`config.mk`:
```
export PLATFORM = sky130hd
export DESIGN_NAME = fwg_guard
export DESIGN_NICKNAME = d
export VERILOG_FILES = /design/src/core/fwg_pkg.sv /design/src/core/fwg_key_seq.sv /design/src/core/fwg_guard.sv
export VERILOG_INCLUDE_DIRS = /design/src /design/src/core
export SDC_FILE = /design/constraint.sdc
export NUM_CORES = 1
export LEC_CHECK = 0
export ABC_AREA = 1
export BUFFER_PORTS_ARGS = -buffer_cell sky130_fd_sc_hd__buf_2
export CAP_MARGIN = 30
export CORE_MARGIN = 2
export CORE_UTILIZATION = 52
export DETAILED_ROUTE_END_ITERATION = 6
export GPL_TIMING_DRIVEN = 0
export PLACE_DENSITY = 0.74
export SETUP_SLACK_MARGIN = 0.4
export SYNTH_ARGS = -nofsm -noshare
export SYNTH_HDL_FRONTEND = slang
export SYNTH_SLANG_ARGS = --single-unit
```
`constraint.sdc`:
```
create_clock -name core_clk -period 4.7 [get_ports core_clk]
set_input_delay 0.705 -clock core_clk [delete_from_list [all_inputs] [get_ports core_clk]]
set_output_delay 0.705 -clock core_clk [all_outputs]
set_load 0.03 [all_outputs]
```
`src/core/fwg_defs.svh`:
```
// Register addresses, field positions, key codes and reset values of the flash guard block
`ifndef FWG_DEFS_SVH
`define FWG_DEFS_SVH

// ****************************************
// Register addresses
// ****************************************
`define FWG_ADDR_STORE_CTL 8'h8f
`define FWG_ADDR_FLASH_KEY 8'hb7
`define FWG_ADDR_SBYTE_ADDR 8'hb6
`define FWG_ADDR_SBYTE_DATA 8'hd1
`define FWG_ADDR_STORAGE_CTL 8'hc5
`define FWG_ADDR_STORAGE_KEY 8'hc6

// ****************************************
// Field positions
// ****************************************
`define FWG_BIT_WRITE_EN 0
`define FWG_BIT_ERASE_EN 1
`define FWG_BIT_LOGIC_EN 7
`define FWG_BIT_UPLOAD 2
`define FWG_BIT_DOWNLOAD 1
`define FWG_BIT_ADDRESS_AUTO_INCREMENT 0

// ****************************************
// Key codes and reset values
// ****************************************
`define FWG_FLASH_KEY1 8'ha5
`define FWG_FLASH_KEY2 8'hf1
`define FWG_STORE_KEY1 8'h55
`define FWG_STORE_KEY2 8'haa
`define FWG_STORAGE_CTL_RST 8'h01
`define FWG_SBYTE_DATA_RST 8'hff

`endif

```
`src/core/fwg_pkg.sv`:
```
// Types shared by the flash guard block
package fwg_pkg;

  // Two-bit protection states, encoded as they read back
  typedef enum logic [1:0] {
    FWG_LOCKED,
    FWG_FIRST_KEY,
    FWG_UNLOCKED,
    FWG_DISABLED
  } fwg_lock_t;

endpackage

```
`src/core/fwg_key_seq.sv`:
```
// Two-byte key sequence lock machine, used for flash and for emulated storage
`timescale 1ns/1ps
`include "fwg_defs.svh"

module fwg_key_seq #(
  parameter logic [7:0] KEY1 = 8'h00,
  parameter logic [7:0] KEY2 = 8'h00
) (
  // Clock and reset
  input wire logic core_clk,
  input wire logic rst,
  // Events
  input wire logic key_wr,
  input wire logic [7:0] key_data,
  input wire logic op_done,
  input wire logic op_attempt,
  // State
  output fwg_pkg::fwg_lock_t state
);

  fwg_pkg::fwg_lock_t state_reg;
  fwg_pkg::fwg_lock_t state_next;

  assign state = state_reg;

  always_comb begin
    state_next = state_reg;
    case (state_reg)
      fwg_pkg::FWG_LOCKED: begin
        if (key_wr) begin
          state_next = (key_data == KEY1) ? fwg_pkg::FWG_FIRST_KEY : fwg_pkg::FWG_DISABLED;
        end else if (op_attempt) begin
          state_next = fwg_pkg::FWG_DISABLED;
        end
      end
      fwg_pkg::FWG_FIRST_KEY: begin
        if (key_wr) begin
          state_next = (key_data == KEY2) ? fwg_pkg::FWG_UNLOCKED : fwg_pkg::FWG_DISABLED;
        end else if (op_attempt) begin
          state_next = fwg_pkg::FWG_DISABLED;
        end
      end
      fwg_pkg::FWG_UNLOCKED: begin
        // Any further key write while open is a wrong sequence
        if (key_wr) begin
          state_next = fwg_pkg::FWG_DISABLED;
        end else if (op_done) begin
          state_next = fwg_pkg::FWG_LOCKED;
        end
      end
      default: begin
        state_next = fwg_pkg::FWG_DISABLED;
      end
    endcase
  end

  always_ff @(posedge core_clk or posedge rst) begin
    if (rst) begin
      state_reg <= fwg_pkg::FWG_LOCKED;
    end else begin
      state_reg <= state_next;
    end
  end

endmodule

```
`src/core/fwg_guard.sv`:
```
// Flash write guard and 32-byte emulated storage, on the special register bus
`timescale 1ns/1ps
`include "fwg_defs.svh"

// Operation
// - Store control upper six bits read zero
// - Write enable sends external writes to flash
// - Erase plus write enable erases page
// - Flash key A5 then F1 enables
// - Flash permission clears after one operation
// - Bad key or blocked attempt locks permanently
// - Non-A5 first key locks flash
// - Flash key reads lock state low bits
// - Thirty-two byte image RAM mirrors storage
// - Storage access only when logic enabled
// - Data write stores at byte address
// - Data read returns RAM at address
// - Auto-increment after each data access
// - Address wraps from top to zero
// - Upload copies storage into image RAM
// - Download copies image RAM into storage
// - Download refused without storage key
// - Storage key is 55 then AA
// - Storage relocks after one download
// - Bad key or refused download locks
// - Storage key reads protect state harmlessly
module fwg_guard #(
  parameter int STORE_BYTES = 32,
  parameter int ADDR_W = 5
) (
  // Clock and reset
  input wire logic core_clk,
  input wire logic rst,
  // Special register bus
  input wire logic sfr_wr,
  input wire logic sfr_rd,
  input wire logic [7:0] sfr_addr,
  input wire logic [7:0] sfr_wdata,
  output logic [7:0] sfr_rdata,
  // External-move write from the core
  input wire logic xmove_wr,
  input wire logic [15:0] xmove_addr,
  input wire logic [7:0] xmove_wdata,
  // Flash programming engine
  output logic flash_prog,
  output logic flash_erase,
  output logic [15:0] flash_addr,
  output logic [7:0] flash_wdata,
  input wire logic flash_done,
  // Ordinary external data memory
  output logic xram_wr,
  output logic [15:0] xram_addr,
  output logic [7:0] xram_wdata,
  // Non-volatile storage backing array
  output logic nv_wr,
  output logic [ADDR_W-1:0] nv_addr,
  output logic [7:0] nv_wdata,
  input wire logic [7:0] nv_rdata,
  output logic storage_busy
);

  // ****************************************
  // Register decode
  // ****************************************
  logic wr_store_ctl;
  logic wr_flash_key;
  logic wr_sbyte_addr;
  logic wr_sbyte_data;
  logic wr_storage_ctl;
  logic wr_storage_key;
  logic rd_sbyte_data;

  always_comb begin
    wr_store_ctl = 1'b0;
    wr_flash_key = 1'b0;
    wr_sbyte_addr = 1'b0;
    wr_sbyte_data = 1'b0;
    wr_storage_ctl = 1'b0;
    wr_storage_key = 1'b0;
    if (sfr_addr == `FWG_ADDR_STORE_CTL) begin
      wr_store_ctl = sfr_wr;
    end else if (sfr_addr == `FWG_ADDR_FLASH_KEY) begin
      wr_flash_key = sfr_wr;
    end else if (sfr_addr == `FWG_ADDR_SBYTE_ADDR) begin
      wr_sbyte_addr = sfr_wr;
    end else if (sfr_addr == `FWG_ADDR_SBYTE_DATA) begin
      wr_sbyte_data = sfr_wr;
    end else if (sfr_addr == `FWG_ADDR_STORAGE_CTL) begin
      wr_storage_ctl = sfr_wr;
    end else if (sfr_addr == `FWG_ADDR_STORAGE_KEY) begin
      wr_storage_key = sfr_wr;
    end
  end

  // Only data reads have a side effect, so the read strobe is decoded there alone
  assign rd_sbyte_data = sfr_rd && (sfr_addr == `FWG_ADDR_SBYTE_DATA);

  // ****************************************
  // Program store control
  // ****************************************
  logic write_en_reg;
  logic erase_en_reg;

  always_ff @(posedge core_clk or posedge rst) begin
    if (rst) begin
      write_en_reg <= 1'b0;
      erase_en_reg <= 1'b0;
    end else if (wr_store_ctl) begin
      write_en_reg <= sfr_wdata[`FWG_BIT_WRITE_EN];
      erase_en_reg <= sfr_wdata[`FWG_BIT_ERASE_EN];
    end
  end

  // ****************************************
  // Flash key lock
  // ****************************************
  fwg_pkg::fwg_lock_t flash_state;
  logic flash_req;
  logic flash_ok;
  logic flash_busy_reg;

  assign flash_req = xmove_wr && write_en_reg;
  assign flash_ok = (flash_state == fwg_pkg::FWG_UNLOCKED);

  // The key stays open until the engine reports done, however slow it is
  // Key pair opens flash
  fwg_key_seq #(
    .KEY1(`FWG_FLASH_KEY1),
    .KEY2(`FWG_FLASH_KEY2)
  ) u_flash_key (
    .core_clk(core_clk),
    .rst(rst),
    .key_wr(wr_flash_key),
    .key_data(sfr_wdata),
    .op_done(flash_done && flash_busy_reg),
    .op_attempt(flash_req && !flash_ok),
    .state(flash_state)
  );

  // ****************************************
  // External-move steering
  // ****************************************
  // A move arriving while an operation is pending is dropped; the core waits for done
  // Redirect to flash
  always_ff @(posedge core_clk or posedge rst) begin
    if (rst) begin
      flash_prog <= 1'b0;
      flash_erase <= 1'b0;
      flash_addr <= 16'h0000;
      flash_wdata <= 8'h00;
      flash_busy_reg <= 1'b0;
    end else begin
      flash_prog <= flash_req && flash_ok && !flash_busy_reg && !erase_en_reg;
      flash_erase <= flash_req && flash_ok && !flash_busy_reg && erase_en_reg;
      if (flash_req && flash_ok && !flash_busy_reg) begin
        flash_addr <= xmove_addr;
        flash_wdata <= xmove_wdata;
        flash_busy_reg <= 1'b1;
      end else if (flash_done) begin
        flash_busy_reg <= 1'b0;
      end
    end
  end

  always_ff @(posedge core_clk or posedge rst) begin
    if (rst) begin
      xram_wr <= 1'b0;
      xram_addr <= 16'h0000;
      xram_wdata <= 8'h00;
    end else begin
      xram_wr <= xmove_wr && !write_en_reg;
      xram_addr <= xmove_addr;
      xram_wdata <= xmove_wdata;
    end
  end

  // ****************************************
  // Storage control and image RAM
  // ****************************************
  logic logic_en_reg;
  logic address_auto_increment_reg;
  logic [ADDR_W-1:0] byte_addr_reg;
  logic [7:0] data_out_reg;
  logic [7:0] image_ram [STORE_BYTES];
  fwg_pkg::fwg_lock_t store_state;
  logic upload_req;
  logic download_req;
  logic upload_reg;
  logic download_reg;
  logic copy_phase_reg;
  logic [ADDR_W-1:0] copy_idx_reg;
  logic copy_last;

  // Reset image of the storage control byte; its enable and increment bits are kept
  localparam logic [7:0] STORAGE_CTL_RST = `FWG_STORAGE_CTL_RST;

  assign upload_req = wr_storage_ctl && sfr_wdata[`FWG_BIT_LOGIC_EN]
    && sfr_wdata[`FWG_BIT_UPLOAD] && !storage_busy;
  assign download_req = wr_storage_ctl && sfr_wdata[`FWG_BIT_LOGIC_EN]
    && sfr_wdata[`FWG_BIT_DOWNLOAD] && !sfr_wdata[`FWG_BIT_UPLOAD] && !storage_busy;
  assign copy_last = (copy_idx_reg == ADDR_W'(STORE_BYTES - 1));

  always_ff @(posedge core_clk or posedge rst) begin
    if (rst) begin
      logic_en_reg <= STORAGE_CTL_RST[`FWG_BIT_LOGIC_EN];
      address_auto_increment_reg <= STORAGE_CTL_RST[`FWG_BIT_ADDRESS_AUTO_INCREMENT];
    end else if (wr_storage_ctl) begin
      logic_en_reg <= sfr_wdata[`FWG_BIT_LOGIC_EN];
      address_auto_increment_reg <= sfr_wdata[`FWG_BIT_ADDRESS_AUTO_INCREMENT];
    end
  end

  fwg_key_seq #(
    .KEY1(`FWG_STORE_KEY1),
    .KEY2(`FWG_STORE_KEY2)
  ) u_store_key (
    .core_clk(core_clk),
    .rst(rst),
    .key_wr(wr_storage_key),
    .key_data(sfr_wdata),
    .op_done(download_reg && copy_last && copy_phase_reg),
    .op_attempt(download_req && store_state != fwg_pkg::FWG_UNLOCKED),
    .state(store_state)
  );

  always_ff @(posedge core_clk or posedge rst) begin
    if (rst) begin
      byte_addr_reg <= '0;
    end else if (wr_sbyte_addr) begin
      byte_addr_reg <= sfr_wdata[ADDR_W-1:0];
    end else if (logic_en_reg && address_auto_increment_reg && (wr_sbyte_data || rd_sbyte_data)) begin
      byte_addr_reg <= (byte_addr_reg == ADDR_W'(STORE_BYTES - 1)) ? '0 : byte_addr_reg + 1'b1;
    end
  end

  // Copy sequencer: one byte per two cycles so the array read settles
  // Upload or download all bytes
  always_ff @(posedge core_clk or posedge rst) begin
    if (rst) begin
      upload_reg <= 1'b0;
      download_reg <= 1'b0;
      copy_phase_reg <= 1'b0;
      copy_idx_reg <= '0;
    end else if (upload_reg || download_reg) begin
      copy_phase_reg <= !copy_phase_reg;
      if (copy_phase_reg) begin
        copy_idx_reg <= copy_idx_reg + 1'b1;
        if (copy_last) begin
          upload_reg <= 1'b0;
          download_reg <= 1'b0;
        end
      end
    end else if (upload_req) begin
      upload_reg <= 1'b1;
      copy_idx_reg <= '0;
      copy_phase_reg <= 1'b0;
    end else if (download_req && store_state == fwg_pkg::FWG_UNLOCKED) begin
      download_reg <= 1'b1;
      copy_idx_reg <= '0;
      copy_phase_reg <= 1'b0;
    end
  end

  always_ff @(posedge core_clk or posedge rst) begin
    if (rst) begin
      nv_wr <= 1'b0;
      nv_addr <= '0;
      nv_wdata <= 8'h00;
      storage_busy <= 1'b0;
    end else begin
      nv_wr <= download_reg && !copy_phase_reg;
      nv_addr <= (upload_reg || download_reg) ? copy_idx_reg : '0;
      nv_wdata <= image_ram[copy_idx_reg];
      // Busy rises with the request so a second start in the next cycle is refused
      storage_busy <= (upload_reg || download_reg || upload_req || download_req)
        && !((upload_reg || download_reg) && copy_phase_reg && copy_last);
    end
  end

  // Copy traffic owns the array; register writes during a copy are lost, not queued
  // Image RAM
  always_ff @(posedge core_clk) begin
    if (upload_reg && copy_phase_reg) begin
      image_ram[copy_idx_reg] <= nv_rdata;
    end else if (wr_sbyte_data && logic_en_reg && !storage_busy) begin
      image_ram[byte_addr_reg] <= sfr_wdata;
    end
  end

  always_ff @(posedge core_clk or posedge rst) begin
    if (rst) begin
      data_out_reg <= `FWG_SBYTE_DATA_RST;
    end else if (logic_en_reg) begin
      data_out_reg <= image_ram[byte_addr_reg];
    end
  end

  // ****************************************
  // Read-back mux
  // ****************************************
  // Registered: the value for an address shows one cycle after it is presented
  always_ff @(posedge core_clk or posedge rst) begin
    if (rst) begin
      sfr_rdata <= 8'h00;
    end else if (sfr_addr == `FWG_ADDR_STORE_CTL) begin
      sfr_rdata <= {6'h00, erase_en_reg, write_en_reg};
    end else if (sfr_addr == `FWG_ADDR_FLASH_KEY) begin
      sfr_rdata <= {6'h00, flash_state};
    end else if (sfr_addr == `FWG_ADDR_SBYTE_ADDR) begin
      sfr_rdata <= 8'(byte_addr_reg);
    end else if (sfr_addr == `FWG_ADDR_SBYTE_DATA) begin
      sfr_rdata <= data_out_reg;
    end else if (sfr_addr == `FWG_ADDR_STORAGE_CTL) begin
      sfr_rdata <= {logic_en_reg, 4'h0, upload_reg, download_reg, address_auto_increment_reg};
    end else if (sfr_addr == `FWG_ADDR_STORAGE_KEY) begin
      // Protect state, read has no effect
      sfr_rdata <= {6'h00, store_state};
    end else begin
      sfr_rdata <= 8'h00;
    end
  end

endmodule

```
Word-level counts from Yosys, hierarchy flattened
Memories as Yosys holds them, arrays and structs flattened. A register that Yosys moved wholly into a read port is not among the register bits.
Index checks and enable logic that the tools add are counted.
{"block": "totals", "ff_bits": 88, "ram_bits": 256, "input_bits": 54, "out_inout_bits": 74, "wordCells": 170, "mem_count": 1}
{"block": "op_classes", "n_addsub": 2, "eq_ne": 22, "muxes": 71, "n_reduce_logical": 51}
{"name": "image_ram", "depth": 32, "width": 8, "rd": 2, "rd_ports_with_merged_regs": 2, "wr": 1, "line": "fwg_guard.sv:184", "text": "logic [7:0] image_ram [STORE_BYTES];"}
{"op": "== test 8 bit, second input constant", "n": 9}
{"op": "two-way mux 8 bit", "n": 6}
{"op": "two-way mux 5 bit", "n": 9}
{"op": "two-way mux 1 bit", "n": 41}
{"op": "logical AND 1 bit", "n": 28}
{"op": "two-way mux 2 bit", "n": 13}
{"op": "case mux 2 bit (3 select lines)", "n": 2}
{"op": "adder 5 x 1 -> 5 bit, second input constant", "n": 2}
{"op": "== test 5 bit, second input constant", "n": 2}
{"op": "== test 8 x 7 -> 1 bit, second input constant", "n": 1}
{"op": "zero test 1 bit", "n": 8}
{"op": "nonzero test 2 bit", "n": 4}
{"op": "OR reduction 8 bit", "n": 1}
{"op": "!= test 2 bit, second input constant", "n": 3}
{"op": "!= test 3 x 1 -> 1 bit, second input constant", "n": 2}
{"op": "== test 2 x 1 -> 1 bit, second input constant", "n": 2}
{"op": "== test 2 bit, second input constant", "n": 2}
{"op": "zero test 2 bit", "n": 2}
{"op": "logical OR 1 bit", "n": 4}
{"op": "AND reduction 4 bit", "n": 1}
{"op": "AND reduction 3 bit", "n": 1}
{"op": "nonzero test 3 bit", "n": 1}
{"op": "!= test 2 x 1 -> 1 bit, second input constant", "n": 1}
{"op": "AND reduction 2 bit", "n": 1}

Logic depth before layout (Yosys ltp)
{"block": "depth", "ltp_word": 14, "ltp_mapped": 12, "mapped_depth_nobuf": 11}

Cells and area by module
Synthesis repeated with hierarchy kept, for this count alone.
{"block": "hier_totals", "cells_unflattened": 1941, "area_unflattened_um2": 17419.2}
{"mod": "fwg_guard", "instances": 1, "cells_each": 1875, "area_per_inst_um2": 17071.4, "seq_area_each_um2": 10201.0}
{"mod": "fwg_key_seq (u_store_key)", "instances": 1, "cells_each": 33, "area_per_inst_um2": 175.2, "seq_area_each_um2": 50.0}
{"mod": "fwg_key_seq (u_flash_key)", "instances": 1, "cells_each": 33, "area_per_inst_um2": 172.7, "seq_area_each_um2": 50.0}

Worst setup path before layout
No wires, ideal clock.
{"block": "synth_timing", "path_kind": "input port to flip-flop", "start": "input port sfr_addr[6]", "end": "memory image_ram[0][6], data pin", "setup_ps": 454, "arrival_time_ps": 2767, "required_ps": 4246, "path_slack_ps": 1479, "stages": 7, "n_path_buf": 1, "path_cell_list": "nand2_1 -> inv_1 -> nand2_2 -> nor2_4 -> nand4_4 -> clkbuf_1 -> o21ai_0"}
{"block": "synth_between", "elab_chain_len": 12, "word_cells_on_any_way": 15, "cone_classes": "eq/ne: 4; mux: 8; reduce/logical: 3"}
{"element": "start: declaration", "line": "fwg_guard.sv:37", "text": "input wire logic [7:0] sfr_addr,"}
{"element": "== test 8 bit (no source line)"}
{"element": "two-way mux 1 bit", "line": "fwg_guard.sv:86", "text": "end else if (sfr_addr == `FWG_ADDR_SBYTE_DATA) begin"}
{"element": "two-way mux 1 bit", "line": "fwg_guard.sv:84", "text": "end else if (sfr_addr == `FWG_ADDR_SBYTE_ADDR) begin"}
{"element": "two-way mux 1 bit", "line": "fwg_guard.sv:82", "text": "end else if (sfr_addr == `FWG_ADDR_FLASH_KEY) begin"}
{"element": "two-way mux 1 bit (*)", "line": "fwg_guard.sv:80", "text": "if (sfr_addr == `FWG_ADDR_STORE_CTL) begin"}
{"element": "logical AND 1 bit (*) (2 in series)", "line": "fwg_guard.sv:285", "text": "end else if (wr_sbyte_data && logic_en_reg && !storage_busy) begin"}
{"element": "two-way mux 1 bit (*)", "line": "fwg_guard.sv:285"}
{"element": "two-way mux 1 bit (*)", "line": "fwg_guard.sv:283", "text": "if (upload_reg && copy_phase_reg) begin"}
{"element": "two-way mux 1 bit (implied by the code) (*)", "line": "fwg_guard.sv:286", "text": "image_ram[byte_addr_reg] <= sfr_wdata;"}
{"element": "OR reduction 8 bit (no source line) (*)"}
{"element": "two-way mux 8 bit (no source line) (*)"}
{"element": "end: declaration", "line": "fwg_guard.sv:184"}
Every way passes the cells marked *; elsewhere a longest branch is shown, timed or not.

Worst setup path in the final report
{"block": "layout_timing", "start": "register copy_idx_reg[0]", "end": "memory image_ram[19][1], enable pin"}
{"block": "layout_between", "elab_chain_len": 1}
{"element": "start: declaration", "line": "fwg_guard.sv:191", "text": "logic [ADDR_W-1:0] copy_idx_reg;"}
{"element": "start signal: assignment", "line": "fwg_guard.sv:247", "text": "copy_idx_reg <= copy_idx_reg + 1'b1;"}
{"element": "two-way mux 5 bit (no source line)"}
Every way passes these cells.

==> key figures <==
Critical path
  – Levels on crit path: 7
  – Biggest cell delay along the critical path: 0.92 ns
  – Register-to-Register Path Depth: 7
  – Critical Path Slowest Stage Cell: nor2_1
  – Type of the worst setup path: reg -> reg
  – Required time at the worst-slack endpoint: 4.90 ns
  – CP top delay family: simple AND/OR/NAND/NOR gates
  – Highest fanout seen on the critical path: 10
  – Kind of capture point of the worst setup path: flip-flop
  – Kind of start point of the critical path: flip-flop
  – CP Cell Sequence: buf_2 > buf_2 > clkbuf_1 > nand2_1 > nand2_1 > nand3_2 > nor2_1
  – Crit path buf inv count: 3
  – Critical path data arrival time: 3.73 ns

Run status
  – Run status: completed

Floorplanning
  – Die width: 188 um
  – Placeable core area: 33400 um2
  – Initial core utilization: 52.5%
  – Number of ports placed on the die boundary: 128
  – Die area: between 30000 and 40000 um2
  – Num rows: 67
  – Vertical die dimension: 188 um

Cells and area
  – Area growth, synth to finish: 17.0%
  – Leading cell type in the layout, fill and taps excluded: nand2_1
  – Post-route cell area: 20500 um2
  – Share of post-route cells with drive strength above 1: between 10% and 20%
  – Flip-flop count of the largest register after layout: 256
  – Final instance count without filler cells: 2542
  – Top flop regs: image_ram (256), flash_addr (16), xram_addr (16)
  – Most flops, register: image_ram
  – Post-layout util: 61.4%
  – Diode insertion count for antenna repair: 0
  – Leading cell types in the layout, fill and taps excluded: 386 x nand2_1, 256 x edfxtp_1, 248 x nand3_1, 214 x inv_1, 195 x o21ai_0
  – Layout Nets: 2121

Detailed routing
  – Post-DR vias/cell: 6.17
  – Wirelength, routed: around 70000 um
  – DR WL/cell: approximately 27 um
  – Number of violations reported at the end of detailed-routing iteration 0: 2458
  – Number of search-and-repair iterations in the first detailed-routing pass: 7
  – Total via count after detailed routing: 15680
  – Remaining antenna violation count after routing: 0
  – DR DRC count: 0

Timing
  – Post-route setup TNS: 0 ns
  – Tightest Pin Transition: 1.07 ns
  – Final setup vio count: 0
  – Final Skew: 0.0171 ns
  – Max Clk Rate: 283 MHz
  – Final number of hold-violating endpoints: 0
  – Headroom to the max-slew limit: 28.6%
  – Setup repair after global routing missed its margin: no
  – Period Utilization, post-route: 75.1%
  – Final count of pins violating max slew: 0
  – Tmin final: 3.53 ns

Yosys
  – Sequential-to-total area share from yosys stat: 58.8%
  – Avg Cell Area, Syn: 9.33 um2
  – Number of warnings issued by yosys: 0
  – Post-synthesis instance area: 17500 um2
  – Post-Syn Instances: 1877
  – Flip-flop and latch count after synthesis: 360
  – Unique masters post-synth: 37
  – Synthesized netlist net count: 1935

Global routing
  – Total congestion overflow: 0
  – Total Routing Usage GR: 38.8%
  – Busiest layer in global routing: met2
  – Via count of the first global-routing pass: 14611
  – Largest net degree at the start of global routing: 73
  – Met1 layer usage reported by global route: roughly 55%
  – Global-route wire length before repair: roughly 98000 um
  – Grt met3 use: 9.02%
  – GRT met2 Usage: 56.8%
  – Antenna violations before repair: 1

Clocking
  – Cell chosen for the clock root: clkbuf_16
  – Clock-pin slew reported for the worst setup and hold paths after clock tree synthesis: about 0.06 ns
  – CTS resizes: 0
  – H-tree levels: 2
  – Maximum buffer depth of the clock tree: 3
  – Clock tree from TritonCTS: done
  – Latest clock arrival within the worst-skew pair: 0.58 ns
  – Num Clock Sinks: 360
  – Number of CTS-inserted buffers: 40
  – Number of post-CTS setup repair buffers: 0
  – Hold_buf cts: 0

Placed design
  – Final HPWL DP: 49100 um
  – Number of buffer cells added on primary ports: 127
  – RD Place Congestion: 1.03
  – Number of instances in the placed design: 2469
  – Placed standard-cell area: 19100 um2

Power and ir drop
  – Static leakage: roughly 8.8 nW
  – Power per cell area: 389 nW/um2
  – Worst IR Drop VDD: 0.327 mV

Worst hold path
  – Worst hold-check path type: in -> async

Flow run
  – Max-cap violations: 0
-- routing by layer --
| layer | vias to the layer above | wire [um] | part of all wire (%) |
|---|---|---|---|
| li1 | 6801 | - | - |
| met1 | 7506 | 27100 | 40 |
| met2 | 1161 | 29200 | 43 |
| met3 | 210 | 8600 | 13 |
| met4 | 2 | 3660 | 5.3 |
| met5 | - | 13 | 0.019 |
-- worst reg2reg max path, cell delays in order (launching register included) --
cell      delay, ns
dfrtp_1        0.36
buf_2          0.22
buf_2          0.27
clkbuf_1       0.79
nand2_1        0.12
nand2_1        0.14
nand3_2        0.32
nor2_1         0.92
-- cell usage after synthesis --
cell | number | area [um2]
inv_1 | 215 | 807
nand2_2 | 9 | 56.3
nand3b_1 | 1 | 7.51
nor2_1 | 66 | 248
dfstp_2 | 9 | 236
buf_1 | 8 | 30.0
mux2_2 | 24 | 270
nand3_2 | 14 | 140
inv_2 | 5 | 18.8
nor4_1 | 1 | 6.26
clkbuf_1 | 54 | 203
buf_2 | 46 | 230
o21ai_1 | 6 | 30.0
nand3_1 | 248 | 1240
nand4_4 | 1 | 21.3
a21oi_1 | 122 | 611
clkinv_1 | 5 | 18.8
nand4_1 | 8 | 50.1
o21ai_0 | 202 | 1010
nor3b_1 | 1 | 7.51
dfrtp_1 | 95 | 2380
o221ai_1 | 1 | 8.76
mux2_4 | 1 | 15.0
xor2_1 | 1 | 8.76
o211ai_1 | 40 | 300
nor2_2 | 3 | 18.8
o2111ai_1 | 20 | 175
buf_4 | 8 | 60.1
nand2_1 | 386 | 1450
ha_1 | 4 | 50.1
nor2_4 | 4 | 45.0
buf_6 | 1 | 11.3
edfxtp_1 | 256 | 7690
nor3_1 | 9 | 45.0
o22ai_1 | 1 | 6.26
o21a_1 | 1 | 7.51
or2_2 | 1 | 6.26
-- cell families after synthesis --
group	share of synthesized area [%]
xor+xnor	0.0500
buf+inv	7.87
fa+ha+maj	0.286
flops	58.8
mux	1.63
simple gates	19.1
compound gates	12.3
-- power breakdown --
part           switching (mW)  leakage [nW]  internal [mW]  total, mW
combinational           0.716          4.47          0.274      0.990
sequential             0.0748          3.60           3.54       3.62
clock                    1.34         0.675           2.02       3.36
-- cell type report --
cell class              count  area, um2
clock inverters            24        305
clock buffers              49       1080
repair buffers            144        946
fillers                  2891      12900
inverters                 225        847
well taps                 448        561
plain buffers             117        534
flip-flops and latches    360      10300
multi-input cells        1175       5910
-- worst paths after layout --
| check | startpoint | to | slack (ns) |
|---|---|---|---|
| setup / recovery | copy_idx_reg[0]$_DFFE_PP0P_ | image_ram[19][1]$_DFFE_PP_ | 1.17 |
| hold / removal | rst | flash_wdata[1]$_DFFE_PP0P_ | 0.15 |
| setup reg to reg | copy_idx_reg[0]$_DFFE_PP0P_ | image_ram[19][1]$_DFFE_PP_ | 1.17 |
| hold reg to reg | data_out_reg[4]$_DFFE_PP1P_ | data_out_reg[4]$_DFFE_PP1P_ | 0.47 |
| max in group asynchronous | rst | data_out_reg[6]$_DFFE_PP1P_ | 3.81 |
| min in group core_clk | xmove_wdata[1] | xram_wdata[1]$_DFF_PP0_ | 0.24 |
-- stage by stage --
| stage | total power, mW | worst slack [ns] | hold WS [ns] |
|---|---|---|---|
| floorplan | 4.22 | 1.28 | 0.426 |
| global placement | 4.59 | -2.06 | 0.457 |
| detailed placement | 4.63 | 1.45 | 0.460 |
| CTS | 7.94 | 1.42 | 0.143 |
| global route | 8.15 | 1.20 | 0.171 |
| finish | 7.97 | 1.17 | 0.146 |
(Power assumes the default switching activity.)
